--- src/hdl/tmc_pkg.sv ---
package tmc_pkg;
    // ==========================================================
    // register offsets (byte addresses)
    localparam logic [7:0] MAIN_CONTROL_ONE_OFS   = 8'h00;
    localparam logic [7:0] MAIN_CONTROL_TWO_OFS   = 8'h04;
    localparam logic [7:0] MAIN_CONTROL_THREE_OFS = 8'h08;
    localparam logic [7:0] ANALOG_LOOP_CTL_TWO_OFS = 8'h0C;
    localparam logic [7:0] FREQ_OFFSET_OFS        = 8'h10;
    localparam logic [7:0] HOLDOVER_OFS           = 8'h14;
    localparam logic [7:0] STATUS_OFS             = 8'h18;
    localparam logic [7:0] LATCHED_STATUS_OFS     = 8'h1C;
    // ==========================================================
    // field positions
    localparam int IBE_BIT    = 0;
    localparam int DLE_BIT    = 1;
    localparam int XI_BIT     = 0;
    localparam int XO_BIT     = 1;
    localparam int EXT_BIT    = 2;
    localparam int DIV_LSB    = 4;
    localparam int DIV_W      = 2;
    localparam int MUX_BIT    = 0;
    localparam int SEL_W      = 3;
    localparam int BANK_LSB   = 4;
    localparam int NBANK      = 4;
    localparam int FREQ_W     = 24;
    localparam int HOLD_W     = 8;
    localparam int FAIL_BIT   = 0;
    // ==========================================================
    // codes and reset values
    localparam logic [2:0]  SEL_DIGITAL_LOOP = 3'h4;
    localparam logic [1:0]  DIV_OFF          = 2'h0;
    localparam logic [1:0]  DIV_BY3          = 2'h3;
    localparam logic [31:0] NOMINAL_MCLK_KHZ = 32'h00032000;
    localparam logic [15:0] MON_WINDOW       = 16'h0400;
    localparam logic [15:0] MON_MIN_EDGES    = 16'h0080;
    localparam logic [15:0] MON_MAX_EDGES    = 16'h0800;

    typedef enum logic [1:0] {
        MODE_ANALOG_ONLY = 2'b00,
        MODE_COMBINED    = 2'b01,
        MODE_INVALID     = 2'b10
    } tmc_mode_t;
endpackage

--- src/hdl/tmc_cfg_if.sv ---
`timescale 1ns/1ps
interface tmc_cfg_if;
    logic       div_en;
    logic [1:0] div_sel;
    logic       mclk_div_pulse;
    modport ctl (output div_en, output div_sel, input  mclk_div_pulse);
    modport div (input  div_en, input  div_sel, output mclk_div_pulse);
endinterface

--- src/hdl/tmc_top.sv ---
// Operation
// - clearing input block or digital loop enable powers that part down
// - selector code 0xx puts the device in analog-only mode
// - selector 100 plus both enables gives combined mode
// - source select 1 routes external oscillator pins as master clock
// - source select 0 routes divided second analog loop output
// - master clock divider divides second loop output by 2 or 3
// - second loop output may be routed to any bank A to D
// - both crystal pin enables set runs the oscillator
// - input enable only takes crystal input as single-ended clock
// - frequency offset applied to digital loop in combined mode
// - reset assumes 204.8MHz master clock nominal
// - divider disabled while its field is zero
// - stopped or slow loop input (under 128 edges per 1024 cycles) latches failure flag
//
// Implementation choices: register access over AXI4-Lite and the register addresses.
`timescale 1ns/1ps
module tmc_top
    import tmc_pkg::*;
(
    // clock and reset
    input  wire logic        clk_i,
    input  wire logic        rstn_i,
    // axi4-lite slave
    input  wire logic [7:0]  s_axi_awaddr,
    input  wire logic        s_axi_awvalid,
    output logic             s_axi_awready,
    input  wire logic [31:0] s_axi_wdata,
    input  wire logic [3:0]  s_axi_wstrb,
    input  wire logic        s_axi_wvalid,
    output logic             s_axi_wready,
    output logic [1:0]       s_axi_bresp,
    output logic             s_axi_bvalid,
    input  wire logic        s_axi_bready,
    input  wire logic [7:0]  s_axi_araddr,
    input  wire logic        s_axi_arvalid,
    output logic             s_axi_arready,
    output logic [31:0]      s_axi_rdata,
    output logic [1:0]       s_axi_rresp,
    output logic             s_axi_rvalid,
    input  wire logic        s_axi_rready,
    // clock sources as edge enables
    input  wire logic        ext_osc_tick_i,
    input  wire logic        loop2_out_tick_i,
    input  wire logic        loop2_ref_tick_i,
    // block controls
    output logic             input_block_power_o,
    output logic             digital_loop_power_o,
    output logic             combined_mode_o,
    output logic             mclk_tick_o,
    output logic [NBANK-1:0] bank_loop2_route_o,
    output logic             crystal_in_enable_o,
    output logic             crystal_out_drive_o,
    output logic             crystal_single_ended_o,
    output logic             ext_osc_enable_o,
    output logic [FREQ_W-1:0] freq_offset_o,
    output logic [HOLD_W-1:0] holdover_timer_o,
    output logic [31:0]      nominal_mclk_khz_o
);
    tmc_cfg_if cfg_if ();

    // ==========================================================
    // registers
    logic [1:0]        mc1_r,   mc1_nxt;
    logic [7:0]        mc2_r,   mc2_nxt;
    logic [7:0]        mc3_r,   mc3_nxt;
    logic [2:0]        sel_r,   sel_nxt;
    logic [FREQ_W-1:0] frq_r,   frq_nxt;
    logic [HOLD_W-1:0] hold_r,  hold_nxt;
    logic [31:0]       nom_r,   nom_nxt;
    logic              fail_r,  fail_nxt;
    logic              aw_r,    aw_nxt;
    logic              w_r,     w_nxt;
    logic [7:0]        awa_r,   awa_nxt;
    logic [31:0]       wd_r,    wd_nxt;
    logic              bv_r,    bv_nxt;
    logic [1:0]        br_r,    br_nxt;
    logic              rv_r,    rv_nxt;
    logic [31:0]       rd_r,    rd_nxt;
    logic [1:0]        rr_r,    rr_nxt;
    logic              fail_ev;
    logic              wr_go;
    logic              wr_clr;
    tmc_mode_t         mode;

    // ==========================================================
    // submodules
    tmc_mclk_div u_div (
        .clk_i        (clk_i),
        .rstn_i       (rstn_i),
        .loop2_tick_i (loop2_out_tick_i),
        .cfg          (cfg_if.div)
    );

    tmc_fail_mon u_mon (
        .clk_i      (clk_i),
        .rstn_i     (rstn_i),
        .ref_tick_i (loop2_ref_tick_i),
        .bad_o      (fail_ev)
    );

    assign cfg_if.div_en  = (mc2_r[DIV_LSB +: DIV_W] != DIV_OFF);
    assign cfg_if.div_sel = mc2_r[DIV_LSB +: DIV_W];

    // ==========================================================
    // mode decode
    always_comb begin
        if (!sel_r[2]) begin
            mode = MODE_ANALOG_ONLY;
        end else if (sel_r == SEL_DIGITAL_LOOP && mc1_r[IBE_BIT] && mc1_r[DLE_BIT]) begin
            mode = MODE_COMBINED;
        end else begin
            mode = MODE_INVALID;
        end
    end

    // ==========================================================
    // axi write and read
    assign wr_go  = aw_r && w_r && !bv_r;
    assign wr_clr = wr_go && awa_r == LATCHED_STATUS_OFS && wd_r[FAIL_BIT];

    always_comb begin
        aw_nxt = aw_r;
        w_nxt = w_r;
        awa_nxt = awa_r;
        wd_nxt = wd_r;
        bv_nxt = bv_r;
        br_nxt = br_r;
        rv_nxt = rv_r;
        rd_nxt = rd_r;
        rr_nxt = rr_r;
        mc1_nxt = mc1_r;
        mc2_nxt = mc2_r;
        mc3_nxt = mc3_r;
        sel_nxt = sel_r;
        frq_nxt = frq_r;
        hold_nxt = hold_r;
        nom_nxt = nom_r;
        if (s_axi_awvalid && !aw_r && !bv_r) begin
            aw_nxt = 1'b1;
            awa_nxt = s_axi_awaddr;
        end
        if (s_axi_wvalid && !w_r && !bv_r) begin
            w_nxt = 1'b1;
            wd_nxt = s_axi_wdata;
        end
        if (wr_go) begin
            aw_nxt = 1'b0;
            w_nxt = 1'b0;
            bv_nxt = 1'b1;
            br_nxt = 2'b00;
            case (awa_r)
                MAIN_CONTROL_ONE_OFS:    mc1_nxt = wd_r[1:0];
                MAIN_CONTROL_TWO_OFS:    mc2_nxt = wd_r[7:0];
                MAIN_CONTROL_THREE_OFS:  mc3_nxt = wd_r[7:0];
                ANALOG_LOOP_CTL_TWO_OFS: sel_nxt = wd_r[SEL_W-1:0];
                FREQ_OFFSET_OFS:         frq_nxt = wd_r[FREQ_W-1:0];
                HOLDOVER_OFS:            hold_nxt = wd_r[HOLD_W-1:0];
                STATUS_OFS:              nom_nxt = wd_r;
                LATCHED_STATUS_OFS:      br_nxt = 2'b00;
                default:                 br_nxt = 2'b10;
            endcase
        end else if (bv_r && s_axi_bready) begin
            bv_nxt = 1'b0;
        end
        if (s_axi_arvalid && !rv_r) begin
            rv_nxt = 1'b1;
            rr_nxt = 2'b00;
            case (s_axi_araddr)
                MAIN_CONTROL_ONE_OFS:    rd_nxt = {30'h0, mc1_r};
                MAIN_CONTROL_TWO_OFS:    rd_nxt = {24'h0, mc2_r};
                MAIN_CONTROL_THREE_OFS:  rd_nxt = {24'h0, mc3_r};
                ANALOG_LOOP_CTL_TWO_OFS: rd_nxt = {29'h0, sel_r};
                FREQ_OFFSET_OFS:         rd_nxt = {8'h0, frq_r};
                HOLDOVER_OFS:            rd_nxt = {24'h0, hold_r};
                STATUS_OFS:              rd_nxt = nom_r;
                LATCHED_STATUS_OFS:      rd_nxt = {28'h0, 2'(mode), 1'b0, fail_r};
                default: begin
                    rd_nxt = 32'h0;
                    rr_nxt = 2'b10;
                end
            endcase
        end else if (rv_r && s_axi_rready) begin
            rv_nxt = 1'b0;
        end
        // set wins over clear
        fail_nxt = fail_ev ? 1'b1 : (wr_clr ? 1'b0 : fail_r);
    end

    always_ff @(posedge clk_i) begin
        if (!rstn_i) begin
            aw_r <= 1'b0;
            w_r <= 1'b0;
            awa_r <= 8'h00;
            wd_r <= 32'h0;
            bv_r <= 1'b0;
            br_r <= 2'b00;
            rv_r <= 1'b0;
            rd_r <= 32'h0;
            rr_r <= 2'b00;
            mc1_r <= 2'h0;
            mc2_r <= 8'h00;
            mc3_r <= 8'h00;
            sel_r <= 3'h0;
            frq_r <= '0;
            hold_r <= '0;
            nom_r <= NOMINAL_MCLK_KHZ;
            fail_r <= 1'b0;
        end else begin
            aw_r <= aw_nxt;
            w_r <= w_nxt;
            awa_r <= awa_nxt;
            wd_r <= wd_nxt;
            bv_r <= bv_nxt;
            br_r <= br_nxt;
            rv_r <= rv_nxt;
            rd_r <= rd_nxt;
            rr_r <= rr_nxt;
            mc1_r <= mc1_nxt;
            mc2_r <= mc2_nxt;
            mc3_r <= mc3_nxt;
            sel_r <= sel_nxt;
            frq_r <= frq_nxt;
            hold_r <= hold_nxt;
            nom_r <= nom_nxt;
            fail_r <= fail_nxt;
        end
    end

    // ==========================================================
    // block controls, all registered
    logic mt_nxt;
    always_comb begin
        if (mc3_r[MUX_BIT]) begin
            mt_nxt = ext_osc_tick_i && mc2_r[EXT_BIT];
        end else begin
            mt_nxt = cfg_if.mclk_div_pulse;
        end
    end

    always_ff @(posedge clk_i) begin
        if (!rstn_i) begin
            input_block_power_o <= 1'b0;
            digital_loop_power_o <= 1'b0;
            combined_mode_o <= 1'b0;
            mclk_tick_o <= 1'b0;
            bank_loop2_route_o <= '0;
            crystal_in_enable_o <= 1'b0;
            crystal_out_drive_o <= 1'b0;
            crystal_single_ended_o <= 1'b0;
            ext_osc_enable_o <= 1'b0;
            freq_offset_o <= '0;
            holdover_timer_o <= '0;
            nominal_mclk_khz_o <= NOMINAL_MCLK_KHZ;
        end else begin
            input_block_power_o <= mc1_r[IBE_BIT];
            digital_loop_power_o <= mc1_r[DLE_BIT];
            combined_mode_o <= (mode == MODE_COMBINED);
            mclk_tick_o <= mt_nxt && (mode == MODE_COMBINED);
            bank_loop2_route_o <= mc3_r[BANK_LSB +: NBANK];
            crystal_in_enable_o <= mc2_r[XI_BIT];
            crystal_out_drive_o <= mc2_r[XI_BIT] && mc2_r[XO_BIT];
            crystal_single_ended_o <= mc2_r[XI_BIT] && !mc2_r[XO_BIT];
            ext_osc_enable_o <= mc2_r[EXT_BIT];
            freq_offset_o <= (mode == MODE_COMBINED) ? frq_r : '0;
            holdover_timer_o <= hold_r;
            nominal_mclk_khz_o <= nom_r;
        end
    end

    assign s_axi_awready = !aw_r && !bv_r;
    assign s_axi_wready  = !w_r && !bv_r;
    assign s_axi_bvalid  = bv_r;
    assign s_axi_bresp   = br_r;
    assign s_axi_arready = !rv_r;
    assign s_axi_rvalid  = rv_r;
    assign s_axi_rdata   = rd_r;
    assign s_axi_rresp   = rr_r;

    // ==========================================================
    // checks
    AST_ANALOG_MODE: assert property (@(posedge clk_i) disable iff (!rstn_i)
        !sel_r[2] |=> !combined_mode_o) else $error("combined with 0xx selector");
    AST_COMBINED: assert property (@(posedge clk_i) disable iff (!rstn_i)
        (sel_r == 3'h4 && mc1_r == 2'h3) |=> combined_mode_o) else $error("combined mode missing");
    AST_POWER: assert property (@(posedge clk_i) disable iff (!rstn_i)
        !mc1_r[0] |=> !input_block_power_o) else $error("input block not powered down");
    AST_EXT_ROUTE: assert property (@(posedge clk_i) disable iff (!rstn_i)
        (mc3_r[0] && mc2_r[2] && ext_osc_tick_i && combined_mode_o && $stable(sel_r) && $stable(mc1_r))
        |=> mclk_tick_o) else $error("external tick not routed");
    AST_DIV_ROUTE: assert property (@(posedge clk_i) disable iff (!rstn_i)
        (!$past(mc3_r[MUX_BIT]) && mclk_tick_o) |-> $past(cfg_if.mclk_div_pulse)) else $error("bad divided route");
    AST_XTAL_OUT: assert property (@(posedge clk_i) disable iff (!rstn_i)
        (mc2_r[1:0] == 2'h3) |=> crystal_out_drive_o) else $error("crystal not driven");
    AST_XTAL_SE: assert property (@(posedge clk_i) disable iff (!rstn_i)
        (mc2_r[1:0] == 2'h1) |=> (crystal_single_ended_o && !crystal_out_drive_o))
        else $error("single-ended setup wrong");
    AST_FAIL_LATCH: assert property (@(posedge clk_i) disable iff (!rstn_i)
        fail_ev |=> fail_r) else $error("failure not latched");
    AST_OFFSET: assert property (@(posedge clk_i) disable iff (!rstn_i)
        !combined_mode_o |-> freq_offset_o == '0)
        else $error("offset outside combined mode");
endmodule

--- src/hdl/tmc_mclk_div.sv ---
`timescale 1ns/1ps
module tmc_mclk_div
    import tmc_pkg::*;
(
    // clock and reset
    input  wire logic clk_i,
    input  wire logic rstn_i,
    // second analog loop edge enable
    input  wire logic loop2_tick_i,
    // configuration
    tmc_cfg_if.div    cfg
);
    logic [1:0] cnt_r;
    logic [1:0] cnt_nxt;
    logic       pls_r;
    logic       pls_nxt;

    // ==========================================================
    // divide by 2 or 3; disabled while field is zero
    always_comb begin
        cnt_nxt = cnt_r;
        pls_nxt = 1'b0;
        if (!cfg.div_en) begin
            cnt_nxt = 2'h0;
        end else if (loop2_tick_i) begin
            if (cnt_r >= ((cfg.div_sel == DIV_BY3) ? 2'h2 : 2'h1)) begin
                cnt_nxt = 2'h0;
                pls_nxt = 1'b1;
            end else begin
                cnt_nxt = cnt_r + 2'h1;
            end
        end
    end

    always_ff @(posedge clk_i) begin
        if (!rstn_i) begin
            cnt_r <= 2'h0;
            pls_r <= 1'b0;
        end else begin
            cnt_r <= cnt_nxt;
            pls_r <= pls_nxt;
        end
    end

    assign cfg.mclk_div_pulse = pls_r;

    AST_DIV_OFF_SILENT: assert property (@(posedge clk_i) disable iff (!rstn_i)
        !cfg.div_en |=> !pls_r) else $error("divider pulsed while disabled");
endmodule

--- src/hdl/tmc_fail_mon.sv ---
`timescale 1ns/1ps
module tmc_fail_mon
    import tmc_pkg::*;
(
    // clock and reset
    input  wire logic clk_i,
    input  wire logic rstn_i,
    // second analog loop input edge enable
    input  wire logic ref_tick_i,
    // window result pulse
    output logic      bad_o
);
    logic [15:0] win_r;
    logic [15:0] win_nxt;
    logic [15:0] edg_r;
    logic [15:0] edg_nxt;
    logic        bad_r;
    logic        bad_nxt;

    // ==========================================================
    // count input edges per window; only a stopped or slow input flags bad
    always_comb begin
        win_nxt = win_r + 16'h0001;
        edg_nxt = edg_r;
        bad_nxt = 1'b0;
        if (ref_tick_i && edg_r != 16'hFFFF) begin
            edg_nxt = edg_r + 16'h0001;
        end
        if (win_r == MON_WINDOW - 16'h0001) begin
            win_nxt = 16'h0000;
            edg_nxt = 16'h0000;
            bad_nxt = (edg_r < MON_MIN_EDGES) || (edg_r > MON_MAX_EDGES);
        end
    end

    always_ff @(posedge clk_i) begin
        if (!rstn_i) begin
            win_r <= 16'h0000;
            edg_r <= 16'h0000;
            bad_r <= 1'b0;
        end else begin
            win_r <= win_nxt;
            edg_r <= edg_nxt;
            bad_r <= bad_nxt;
        end
    end

    assign bad_o = bad_r;
endmodule

--- config.mk ---
export PLATFORM = sky130hd
export DESIGN_NAME = tmc_top
export DESIGN_NICKNAME = d
export VERILOG_FILES = /design/src/hdl/tmc_pkg.sv /design/src/hdl/tmc_cfg_if.sv /design/src/hdl/tmc_top.sv /design/src/hdl/tmc_mclk_div.sv /design/src/hdl/tmc_fail_mon.sv
export SDC_FILE = /design/constraint.sdc
export NUM_CORES = 1
export LEC_CHECK = 0
export BUFFER_PORTS_ARGS = -buffer_cell sky130_fd_sc_hd__buf_4
export CORE_ASPECT_RATIO = 0.5
export CORE_MARGIN = 2
export CORE_UTILIZATION = 41
export CTS_BUF_LIST = sky130_fd_sc_hd__clkbuf_4 sky130_fd_sc_hd__clkbuf_8
export CTS_CLUSTER_DIAMETER = 120
export CTS_CLUSTER_SIZE = 14
export DETAILED_ROUTE_END_ITERATION = 8
export GPL_ROUTABILITY_DRIVEN = 1
export SYNTH_ARGS = -nofsm -noshare
export SYNTH_HDL_FRONTEND = slang
export SYNTH_SLANG_ARGS = --single-unit
--- constraint.sdc ---
create_clock -name clk_i -period 3.47 [get_ports clk_i]
set_clock_uncertainty 0.05 [all_clocks]
set_input_delay 0.1735 -clock clk_i [delete_from_list [all_inputs] [get_ports clk_i]]
set_output_delay 0.1735 -clock clk_i [all_outputs]
set_load 0.05 [all_outputs]
==> results.json <==
{
  "synthesis.instances": 1106,
  "num_rows": 40,
  "layout-drive-gt1-share_pct": 17.9,
  "yosysTopAreaCell": "dfxtp_1",
  "tightest_slew_ps": 913,
  "grt_pass1_wl_mm": 42.7,
  "holdBufCountCts": 54,
  "root_buffer": "clkbuf_8",
  "die_x_um": 227,
  "fp.coreArea_um2": 24200,
  "area_growth_pct": 24.2,
  "overflow": 0,
  "cts.path.max_buffers": 3,
  "ys_types": 54,
  "netlist_area_um2": 10200,
  "cts_resized": 0,
  "synth_top_area_share_pct": 54.1,
  "cts_tree": "yes",
  "yosys.cell_count.top_type": "dfxtp_1",
  "p_seq_share_pct": 60.8,
  "dr.first_iter.drc_count": 532,
  "clock.fmax_mhz": 406,
  "p_leak_uw": 0.00544,
  "avgSynthCellArea_um2": 9.24,
  "final.period_utilization_pct": 71.0,
  "gp_congestion": 0.804,
  "io_pins": 179,
  "path_max_fanout": 8,
  "required_ps": 3840,
  "synth-seq-cells": 276,
  "via_per_inst": 5.06,
  "rsz0062_at_grt": "false",
  "p_per_area_nw_per_um2": 420,
  "worst_skew_pair.late_latency_ps": 570,
  "worstSetupStartpointType": "flop",
  "vias": 8288,
  "synthTopCellsByCount": "276 x dfxtp_1, 205 x nand2_1, 86 x o21ai_0, 77 x mux2i_1, 75 x and2_1",
  "hold_path_class": "input pin to flop",
  "clkTransAtPathRegs_ps": 90,
  "die_area_um2": 26300,
  "p_sw_uw": 1290,
  "yosysWarnings": 0,
  "placed_cells": 1559,
  "comb_power_share_pct": 7.5,
  "final_cells": 1637,
  "worstSetupPathType": "flop to flop",
  "synth_ff_type": "dfxtp_1",
  "cap_violations": 0,
  "final_antenna_net_count": 0,
  "synth-async-reset-ratio_pct": 0,
  "switching_share_pct": 24.1,
  "wl_per_cell_um": 16.7,
  "die_height_um": 116,
  "hold_viol_final": 0,
  "n_antenna_cell": 0,
  "cts_buffers": 23,
  "cts_setup_buffers": 0,
  "drc": 0,
  "drv_slew": 0,
  "clock_power_share_pct": 31.7,
  "track_usage_pct": 20.7,
  "portBuffers": 172,
  "h-tree-depth": 1,
  "setup_violations": 0,
  "status": "completed",
  "maxSlewHeadroom_pct": 39.0,
  "internal_power_uw": 4040,
  "dp_hpwl_mm": 18.7,
  "cts_sinks": 276,
  "initial_core_util_pct": 42.2,
  "fin_crit_ps": 2460,
  "synth_edf_count": 0,
  "grt_max_degree": 57,
  "synthTopCellsByArea": "dfxtp_1 54%, mux2i_1 7.5%, nand2_1 7.5%",
  "critPathArrivalTime_ps": 2840,
  "cp-end-kind": "flop",
  "num-nets-final": 1369,
  "tns_ps": 0,
  "final_util_pct": 52.4,
  "first_pass_iters": 5,
  "grt_pass1_vias": 8082,
  "ys_seq_area_share_pct": 54.1,
  "peakVddDrop_uv": 185,
  "drt_wl_total_mm": 27.4,
  "antenna_found_initial": 0
}
## cells in the final DEF, fill, tap and decap left out, drive strengths merged, types with 3 or more instances in the layout
| cell type | synthesis | layout |
|---|---|---|
| nand2b | 13 | 13 |
| and2 | 75 | 75 |
| a221oi | 4 | 4 |
| nand3b | 6 | 6 |
| nor4 | 7 | 7 |
| a211oi | 7 | 7 |
| nor2 | 42 | 42 |
| nor2b | 4 | 4 |
| dfxtp | 276 | 276 |
| nand4 | 13 | 13 |
| mux2i | 77 | 77 |
| o31ai | 6 | 6 |
| buf | 15 | 191 |
| mux2 | 9 | 9 |
| dlygate4sd3 | 0 | 54 |
| nand3 | 17 | 17 |
| a21oi | 57 | 57 |
| and4 | 5 | 5 |
| or3 | 6 | 6 |
| ha | 5 | 5 |
| nand2 | 205 | 205 |
| and3 | 8 | 8 |
| inv | 27 | 27 |
| a22oi | 9 | 9 |
| a32oi | 3 | 3 |
| nor3 | 8 | 8 |
| clkbuf | 60 | 23 |
| a221o | 3 | 3 |
| or4 | 12 | 12 |
| nor3b | 3 | 3 |
| o21ai | 90 | 90 |
| xor2 | 12 | 12 |
## logic make-up after synthesis
logic type      Yosys count  synth area share, %
buf+inv                 102                 3.92
fa+ha+maj                 5                0.612
xor+xnor                 13                 1.11
other cells               1               0.0367
compound gates          194                 11.0
flops                   276                 54.1
simple gates            428                 20.5
mux                      87                 8.75
## power by group through the flow
stage / registers, µW / logic, µW / clock network (µW)
6_report: 3240 / 398 / 1690
5_1_grt: 3250 / 434 / 1870
4_1_cts: 3240 / 399 / 1740
3_5_place_dp: 3310 / 348 / 0
3_3_place_gp: 3310 / 344 / 0
2_1_floorplan: 3310 / 202 / 0
## sequential cells by signal, summed over array words and instances, names as in the netlist, 2 cells and up
signal and flops:
wd_r 32, nom_r 32, hold_r 8, sel_r 3
mc3_r 8, u_mon.win_r 16, s_axi_rdata 32, freq_offset_o 24
awa_r 8, frq_r 24, mc1_r 2, holdover_timer_o 8
bank_loop2_route_o 4, u_div.cnt_r 2, mc2_r 8, nominal_mclk_khz_o 32
u_mon.edg_r 16
## metal layers
metal | share of wire [%] | track usage (%) | vias up
li1 | - | - | 4111
met1 | 46 | 27.8 | 3996
met2 | 48 | 35.9 | 150
met3 | 4.5 | 3.40 | 31
met4 | 1.4 | 3.75 | 0
met5 | 0 | 0 | -
## final cells by class
cell class / instances / area, µm²
Inverter: 27 / 101
Clock buffer: 23 / 317
Multi-Input combinational cell: 729 / 4310
Tap cell: 336 / 420
Timing Repair Buffer: 245 / 1990
Clock inverter: 1 / 30.0
Sequential cell: 276 / 5530
Fill cell: 2280 / 11500
## worst max-delay path, cell delays in order, from the launching register on
cell     delay, ps
dfxtp_1        320
or4_4          560
or4b_4         540
or3b_1         660
mux2i_1        200
## final timing paths
path	startpoint	to	slack, ps	cells past startpoint
setup / recovery	awa_r[7]	hold_r[0]	1010	4
setup reg to reg	awa_r[7]	hold_r[0]	1010	4
hold reg to reg	u_mon.win_r[0]	u_mon.win_r[0]	390	1
hold / removal	s_axi_awvalid	awa_r[1]	20	4
## per-stage QoR
| stage | setup WS (ps) | hold slack (ps) | total power, µW | instance area (µm²) |
|---|---|---|---|---|
| 6_report | 1010 | 20.4 | 5330 | 12700 |
| 5_1_grt | 838 | 40.9 | 5550 | 12700 |
| 4_1_cts | 1000 | 0.542 | 5380 | 12700 |
| 3_5_place_dp | 999 | 381 | 3660 | 11800 |
| 3_3_place_gp | 1040 | 374 | 3650 | 11800 |
| 2_1_floorplan | 1220 | 259 | 3520 | 10200 |
(Power assumes the default switching activity.)
